<file path="config.mk">
export PLATFORM = sky130hd
export DESIGN_NAME = wdctl_top
export DESIGN_NICKNAME = d
export VERILOG_FILES = /design/src/wdctl_sync.v /design/src/wdctl_top.v
export VERILOG_INCLUDE_DIRS = /design/src /design/src/src
export SDC_FILE = /design/constraint.sdc
export NUM_CORES = 1
export LEC_CHECK = 0
export ABC_CLOCK_PERIOD_IN_PS = 2400
export BUFFER_PORTS_ARGS = -buffer_cell sky130_fd_sc_hd__buf_2
export CORE_AREA = 3 3 76 78
export CTS_BUF_LIST = sky130_fd_sc_hd__clkbuf_8
export DETAILED_ROUTE_END_ITERATION = 12
export DIE_AREA = 0 0 79 81
export GPL_TIMING_DRIVEN = 1
export PLACE_DENSITY = 0.69
export SLEW_MARGIN = 20
export SYNTH_ARGS = -nofsm -noshare
export SYNTH_HDL_FRONTEND = slang
export SYNTH_HIERARCHICAL = 1
export SYNTH_SLANG_ARGS = --single-unit
</file>
<file path="constraint.sdc">
create_clock -name i_sys_clk -period 2.4 [get_ports i_sys_clk]
set_clock_uncertainty 0.1 [all_clocks]
set_input_delay 0.48 -clock i_sys_clk [delete_from_list [all_inputs] [get_ports i_sys_clk]]
set_output_delay 0.48 -clock i_sys_clk [all_outputs]
set_load 0.05 [all_outputs]
</file>
<file path="src/wdctl_regs.vh">
// register offsets, field positions, codes and timing counts for the watchdog
`ifndef WDCTL_REGS_VH
`define WDCTL_REGS_VH

// register byte offsets
`define WDCTL_OFF_MODE      8'h00
`define WDCTL_OFF_CMD       8'h01
`define WDCTL_OFF_STATUS    8'h02
`define WDCTL_OFF_MASK      8'h03
`define WDCTL_OFF_STATE     8'h04

// mode register fields
`define WDCTL_MODE_EN_BIT   7
`define WDCTL_MODE_TSEL_HI  6
`define WDCTL_MODE_TSEL_LO  5
`define WDCTL_MODE_I2_BIT   2
`define WDCTL_MODE_RST_BIT  1
`define WDCTL_MODE_RESET    8'h80

// command codes
`define WDCTL_CODE_CLEAR    8'h4E
`define WDCTL_CODE_DISABLE  8'hB1

// status bits
`define WDCTL_ST_OVF_BIT    0
`define WDCTL_ST_RST_BIT    1

// counter length in stages and internal reset pulse length in system clocks
`define WDCTL_CNT_W         22
`define WDCTL_RST_STATES    5'h19
`define WDCTL_RST_W         5

`endif

</file>
<file path="src/wdctl_sync.v">
// two-flop synchroniser for a level from outside the clock domain
`timescale 1ns/1ns
module wdctl_sync (
    input  wire i_sys_clk,
    input  wire i_rst,
    input  wire i_ce,
    input  wire i_async,
    output wire o_sync
);
    reg meta_q;
    reg sync_q;

    // first flop feeds only the second
    always @(posedge i_sys_clk or posedge i_rst) begin
        if (i_rst) begin
            meta_q <= 1'b0;
            sync_q <= 1'b0;
        end else if (i_ce) begin
            meta_q <= i_async;
            sync_q <= meta_q;
        end
    end

    assign o_sync = sync_q;
endmodule

</file>
<file path="src/wdctl_top.v">
// runaway timer: mode and command registers, counter, nmi and internal reset
//
// Function
// - two-bit detection select, resets to 00
// - enable bit resets to one
// - disable needs enable low plus code
// - writing enable one re-enables immediately
// - reset connect bit, resets to zero
// - clear code zeroes the counter
// - 22-stage counter, four power-of-two taps
// - overflow raises the watchdog nmi
// - idle2 bit decides run or halt
// - internal reset pulse of 25 states
//
// Implementation choices: the placing of the registers and strobed register access.
`timescale 1ns/1ns
`include "wdctl_regs.vh"
module wdctl_top (
    input  wire       i_sys_clk,
    input  wire       i_rst,
    input  wire       i_ce,
    input  wire       i_idle2,
    input  wire [7:0] i_addr,
    input  wire [7:0] i_wdata,
    input  wire       i_wr,
    input  wire       i_rd,
    output reg  [7:0] o_rdata,
    output wire       o_wd_nmi_request,
    output wire       o_wd_reset,
    output wire       o_irq
);
    reg  [1:0]                detection_time_sel_q;
    reg                       wd_enable_bit_q;
    reg                       reset_connect_bit_q;
    reg                       idle2_run_bit_q;
    reg                       disabled_q;
    reg  [`WDCTL_CNT_W-1:0]   cnt_q;
    reg                       tap_q;
    reg                       nmi_q;
    reg  [`WDCTL_RST_W-1:0]   rst_cnt_q;
    reg  [1:0]                status_q;
    reg  [1:0]                mask_q;
    reg  [7:0]                rdata_d;
    reg                       tap_d;
    wire                      idle2_s;
    wire                      wr_mode;
    wire                      wr_cmd;
    wire                      wr_stat;
    wire                      cmd_clear;
    wire                      cmd_dis;
    wire                      run;
    wire                      tap_rise;
    wire                      fire_rst;

    // idle2 indication comes from the power controller, maybe another domain
    wdctl_sync u_idle2_sync (
        .i_sys_clk (i_sys_clk),
        .i_rst     (i_rst),
        .i_ce      (i_ce),
        .i_async   (i_idle2),
        .o_sync    (idle2_s)
    );

    // write decode
    assign wr_mode   = i_wr && (i_addr == `WDCTL_OFF_MODE);
    assign wr_cmd    = i_wr && (i_addr == `WDCTL_OFF_CMD);
    assign wr_stat   = i_wr && (i_addr == `WDCTL_OFF_STATUS);
    assign cmd_clear = wr_cmd && (i_wdata == `WDCTL_CODE_CLEAR);
    assign cmd_dis   = wr_cmd && (i_wdata == `WDCTL_CODE_DISABLE);

    // counting halts when disabled, or in idle2 unless told to run
    assign run = !disabled_q && !(idle2_s && !idle2_run_bit_q);

    // mode register; reset values give a live watchdog straight away
    always @(posedge i_sys_clk or posedge i_rst) begin
        if (i_rst) begin
            detection_time_sel_q <= 2'h0;
            wd_enable_bit_q      <= 1'b1;
            reset_connect_bit_q  <= 1'b0;
            idle2_run_bit_q      <= 1'b0;
        end else if (i_ce && wr_mode) begin
            detection_time_sel_q <= i_wdata[`WDCTL_MODE_TSEL_HI:`WDCTL_MODE_TSEL_LO];
            wd_enable_bit_q      <= i_wdata[`WDCTL_MODE_EN_BIT];
            reset_connect_bit_q  <= i_wdata[`WDCTL_MODE_RST_BIT];
            idle2_run_bit_q      <= i_wdata[`WDCTL_MODE_I2_BIT];
        end
    end

    // disable state: two-key entry, one-step exit
    always @(posedge i_sys_clk or posedge i_rst) begin
        if (i_rst) begin
            disabled_q <= 1'b0;
        end else if (i_ce) begin
            if (wr_mode && i_wdata[`WDCTL_MODE_EN_BIT]) begin
                disabled_q <= 1'b0;
            end else if (cmd_dis && !wd_enable_bit_q) begin
                disabled_q <= 1'b1;
            end
        end
    end

    // tap selection, 00..11 -> bits 14,16,18,20: edge on bit n-1 falling
    // is one full 2^n period, bit 21 makes the counter 22 stages
    always @* begin
        case (detection_time_sel_q)
            2'h0:    tap_d = cnt_q[14];
            2'h1:    tap_d = cnt_q[16];
            2'h2:    tap_d = cnt_q[18];
            2'h3:    tap_d = cnt_q[20];
            default: tap_d = cnt_q[14];
        endcase
    end

    // overflow is the selected bit falling back to zero
    assign tap_rise = tap_q && !tap_d && run && !cmd_clear;

    // binary counter on the system clock
    always @(posedge i_sys_clk or posedge i_rst) begin
        if (i_rst) begin
            cnt_q <= {`WDCTL_CNT_W{1'b0}};
            tap_q <= 1'b0;
        end else if (i_ce) begin
            if (cmd_clear) begin
                cnt_q <= {`WDCTL_CNT_W{1'b0}};
                tap_q <= 1'b0;
            end else if (run) begin
                cnt_q <= cnt_q + {{(`WDCTL_CNT_W-1){1'b0}}, 1'b1};
                tap_q <= tap_d;
            end else begin
                tap_q <= tap_d;
            end
        end
    end

    // nmi request is a one-cycle pulse per overflow
    always @(posedge i_sys_clk or posedge i_rst) begin
        if (i_rst) begin
            nmi_q <= 1'b0;
        end else if (i_ce) begin
            nmi_q <= tap_rise;
        end
    end
    assign o_wd_nmi_request = nmi_q;

    // internal reset pulse; does not touch the external pin
    assign fire_rst = tap_rise && reset_connect_bit_q;
    always @(posedge i_sys_clk or posedge i_rst) begin
        if (i_rst) begin
            rst_cnt_q <= {`WDCTL_RST_W{1'b0}};
        end else if (i_ce) begin
            if (fire_rst) begin
                rst_cnt_q <= `WDCTL_RST_STATES;
            end else if (rst_cnt_q != {`WDCTL_RST_W{1'b0}}) begin
                rst_cnt_q <= rst_cnt_q - {{(`WDCTL_RST_W-1){1'b0}}, 1'b1};
            end
        end
    end
    assign o_wd_reset = (rst_cnt_q != {`WDCTL_RST_W{1'b0}});

    // sticky status, write one clears; a new event wins over the clear
    always @(posedge i_sys_clk or posedge i_rst) begin
        if (i_rst) begin
            status_q <= 2'h0;
            mask_q   <= 2'h0;
        end else if (i_ce) begin
            status_q[`WDCTL_ST_OVF_BIT] <= tap_rise ||
                (status_q[`WDCTL_ST_OVF_BIT] && !(wr_stat && i_wdata[`WDCTL_ST_OVF_BIT]));
            status_q[`WDCTL_ST_RST_BIT] <= fire_rst ||
                (status_q[`WDCTL_ST_RST_BIT] && !(wr_stat && i_wdata[`WDCTL_ST_RST_BIT]));
            if (i_wr && (i_addr == `WDCTL_OFF_MASK)) begin
                mask_q <= i_wdata[1:0];
            end
        end
    end
    assign o_irq = |(status_q & mask_q);

    // read mux; command register is write-only and reads zero
    always @* begin
        rdata_d = 8'h00;
        case (i_addr)
            `WDCTL_OFF_MODE: begin
                rdata_d[`WDCTL_MODE_EN_BIT] = wd_enable_bit_q;
                rdata_d[`WDCTL_MODE_TSEL_HI:`WDCTL_MODE_TSEL_LO] = detection_time_sel_q;
                rdata_d[`WDCTL_MODE_I2_BIT] = idle2_run_bit_q;
                rdata_d[`WDCTL_MODE_RST_BIT] = reset_connect_bit_q;
            end
            `WDCTL_OFF_STATUS: rdata_d = {6'h00, status_q};
            `WDCTL_OFF_MASK:   rdata_d = {6'h00, mask_q};
            `WDCTL_OFF_STATE:  rdata_d = {7'h00, disabled_q};
            default:           rdata_d = 8'h00;
        endcase
    end

    // read data valid only the cycle after the strobe
    always @(posedge i_sys_clk or posedge i_rst) begin
        if (i_rst) begin
            o_rdata <= 8'h00;
        end else if (i_ce) begin
            o_rdata <= i_rd ? rdata_d : 8'h00;
        end
    end
endmodule

</file>
==> results by group <==
Die
  – Die Y: 81 um
  – Row count: 26
  – Die area: 0.00640 mm2
  – Initial Util: 0.494
  – Core Region: 0.00514 mm2
  – Io pins: 33
  – Die width: 79 um

Global route
  – Largest net degree at the start of global routing: 22
  – Tot GR Track Use: 0.190
  – Initial antenna violation count: 0
  – First-pass GRT wire length: 9580 um
  – Grt ovf: 0
  – Vias in the first global route: 2031

Detailed routing
  – Iteration-0 DRC Markers: 232
  – Routed Antenna Nets: 0
  – DRT Wirelength: 5630 um
  – DRC viols: 0
  – WL per Instance: 15.8 um
  – Vias per cell: 5.76
  – DRT Pass-1 Iters: 4
  – Vias: 2058

Pwr
  – P_int: 1.47 mW
  – Combinational group share of total power: 0.189
  – Switching share of total power: 0.295
  – Peak VDD IR: 0.000585 V
  – Clock network power share: 0.332
  – Leakage: 1.25 nW
  – Seq pwr share: 0.479
  – Pwr dens: 714 mW/mm2
  – Psw: 0.615 mW

Critical path
  – Crit path DAT: 1720 ps
  – Crit Reg-Reg Endpoint: cnt_q[18]$_DFFE_PP0P_
  – Required time worst endpoint: 1820 ps
  – Slowest stage cell, crit path: or4b_4
  – CP peak stage delay: 510 ps
  – Startpoint Class: flop
  – Worst setup path class: flop to output port
  – Crit. End Element: output port
  – Crit-path max FO: 5
  – Crit path cell chain: inv_1 -> ha_1 -> or4b_4 -> buf_4
  – R2r setup slk: 340 ps
  – Depth of the worst register-to-register path: 5
  – FF-to-FF Start: cnt_q[0]$_DFFE_PP0P_

STA
  – Setup TNS: 0 ps
  – Final Max Slew Viols: 0
  – Slew margin rel.: 0.595
  – Fmax achieved: 435 MHz
  – Min cycle time layout: 2300 ps
  – Worst-margin pin slew: 604 ps
  – RSZ-0062 raised after global routing: no
  – Final worst path period share: 0.957
  – Final setup viols: 0
  – Final hold violation count: 0

Synth
  – Post-synth cell types: 59
  – Async SR Flop Fraction: 1.00
  – Flip-flop and latch count after synthesis: 46
  – Register area share after synthesis: 0.454
  – Post-synth EDFFs: 0
  – Synthesized instance count: 251
  – Average footprint of a synthesized cell: 10.1 um2
  – Yosys warning count: 6
  – Mapped cell area: 0.00254 mm2
  – Main synth FF type: dfrtp_1

Outcome
  – Status: finished, final reports clean

Clock tree
  – Clock slew at reported path FFs: 90 ps
  – H-tree levels: 2
  – CTS tree: done
  – Max clock buf depth: 2
  – Root buffer cell: clkbuf_8
  – Num CTS Buffers: 5
  – Worst skew pair latency: 300 ps
  – Sink Count: 46

Flow run
  – Max-cap violations: 0

Placed design
  – IO Port Bufs: 30
  – Placer congestion estimate: 0.821
  – Post-DP HPWL: 4010 um
  – Placed cell areas: 0.00276 mm2

Layout
  – Design Area, Final: 0.00292 mm2
  – Layout cell share with drive strength beyond 1: 0.251
  – Most frequent cells in the layout: 45 x dfrtp_1, 29 x buf_2, 20 x nand2_1, 15 x nor2_1, 15 x a21oi_1
  – Inserted Diodes: 0
  – Commonest non-fill, non-tap cell in the layout: dfrtp_1
  – # nets final: 311
  – Area grow syn2layout: 14.9%

Worst hold path
  – Beginning of the worst hold path: i_idle2
  – Worst hold path endpoint: u_idle2_sync/meta_q$_DFFE_PP0P_
  – Hold Path Cell Cnt: 2
  – HP Class: primary input to flop
-- power by group through the flow --
stage | Clock, mW | Combinational (mW) | Sequential (mW)
3_5_place_dp | 0 | 0.385 | 1.00
4_1_cts | 0.705 | 0.395 | 0.992
6_report | 0.691 | 0.394 | 0.998
5_1_grt | 0.742 | 0.450 | 1.02
3_3_place_gp | 0 | 0.376 | 0.996
2_1_floorplan | 0 | 0.305 | 0.974
-- cells in the mapped netlist, drive strengths merged, types with 7 or more instances --
cell type	n	area, um2
o21ai	10	50.1
nand4	14	100
a21oi	15	75.1
nor2	15	56.3
mux2	10	113
nand3	9	45.0
or3	7	50.1
o2bb2ai	8	70.1
nor3	8	50.1
inv	10	37.5
dfrtp	45	1130
nand2	20	75.1
-- stage by stage --
step / setup WS (ps) / util / cells / power, mW / hold slack (ps)
3_5_place_dp: 257 / 0.538 / 348 / 1.39 / 249
4_1_cts: 107 / 0.568 / 357 / 2.09 / 302
6_report: 102 / 0.568 / 357 / 2.08 / 310
5_1_grt: 0.165 / 0.568 / 357 / 2.21 / 306
3_3_place_gp: 288 / 0.538 / 348 / 1.37 / 246
2_1_floorplan: 248 / - / 252 / 1.28 / 121
-- how the worst max path moves through the flow --
stage | depth (start not counted) | start | end
final | 4 | rst_cnt_q[0]$_DFFE_PP0P_ | o_wd_reset
after global routing | 4 | rst_cnt_q[0]$_DFFE_PP0P_ | o_wd_reset
after CTS | 4 | rst_cnt_q[0]$_DFFE_PP0P_ | o_wd_reset
after detailed placement | 4 | rst_cnt_q[0]$_DFFE_PP0P_ | o_wd_reset
after global placement | 4 | rst_cnt_q[0]$_DFFE_PP0P_ | o_wd_reset
after floorplan | 6 | rst_cnt_q[0]$_DFFE_PP0P_ | rst_cnt_q[1]$_DFFE_PP0P_
-- worst max-delay path, delay by kind of cell, from the launching register on --
kind                       cells  cell delay, ps
adders and majority gates      1             190
buffers and inverters          2             310
DFF                            1             410
and+or+nand+nor                1             510
-- cell families (layout without fill, tap and decap cells) --
kind of cell,after synthesis,after routing,synth area share
AND/OR/NAND/NOR,107,107,0.260
AO/OA/AOI/OAI,51,51,0.135
flip-flops,46,46,0.454
buffers and inverters,21,56,0.0419
multiplexers,15,15,0.0690
XOR/XNOR,7,7,0.0242
adder cells (fa/ha/maj),3,3,0.0148
other,1,2,0.00148
-- timing repair --
item | in CTS | in global routing
hold buffers | 1 | 0
buffers inserted | 0 | 0
gates resized for setup | 2 | 0
endpoints found under the hold margin | 2 | 0
setup endpoints to repair | 1 | 0
-- cell type report --
class / instances / area, um2
tap: 70 / 87.6
sequential: 46 / 1150
multi-input combinational: 185 / 1290
clock inverter: 3 / 68.8
clock buffer: 5 / 68.8
fill: 478 / 2220
timing repair buffer: 38 / 215
inverter: 10 / 37.5
-- flip-flops by register name (all words and copies together), names as in the netlist --
name / flops
cnt_q: 21
o_rdata: 6
rst_cnt_q: 5
detection_time_sel_q: 2
mask_q: 2
status_q: 2
disabled_q: 1
idle2_run_bit_q: 1
o_wd_nmi_request: 1
reset_connect_bit_q: 1
tap_q: 1
u_idle2_sync/meta_q: 1
u_idle2_sync/o_sync: 1
wd_enable_bit_q: 1
-- metal layers --
metal	track usage	vias up	part of all wire
li1	-	1007	-
met1	0.254	991	0.47
met2	0.315	55	0.47
met3	0.0410	5	0.048
met4	0.0481	0	0.011
met5	0	-	0
No activity file was read; power rests on OpenSTA's default activity.
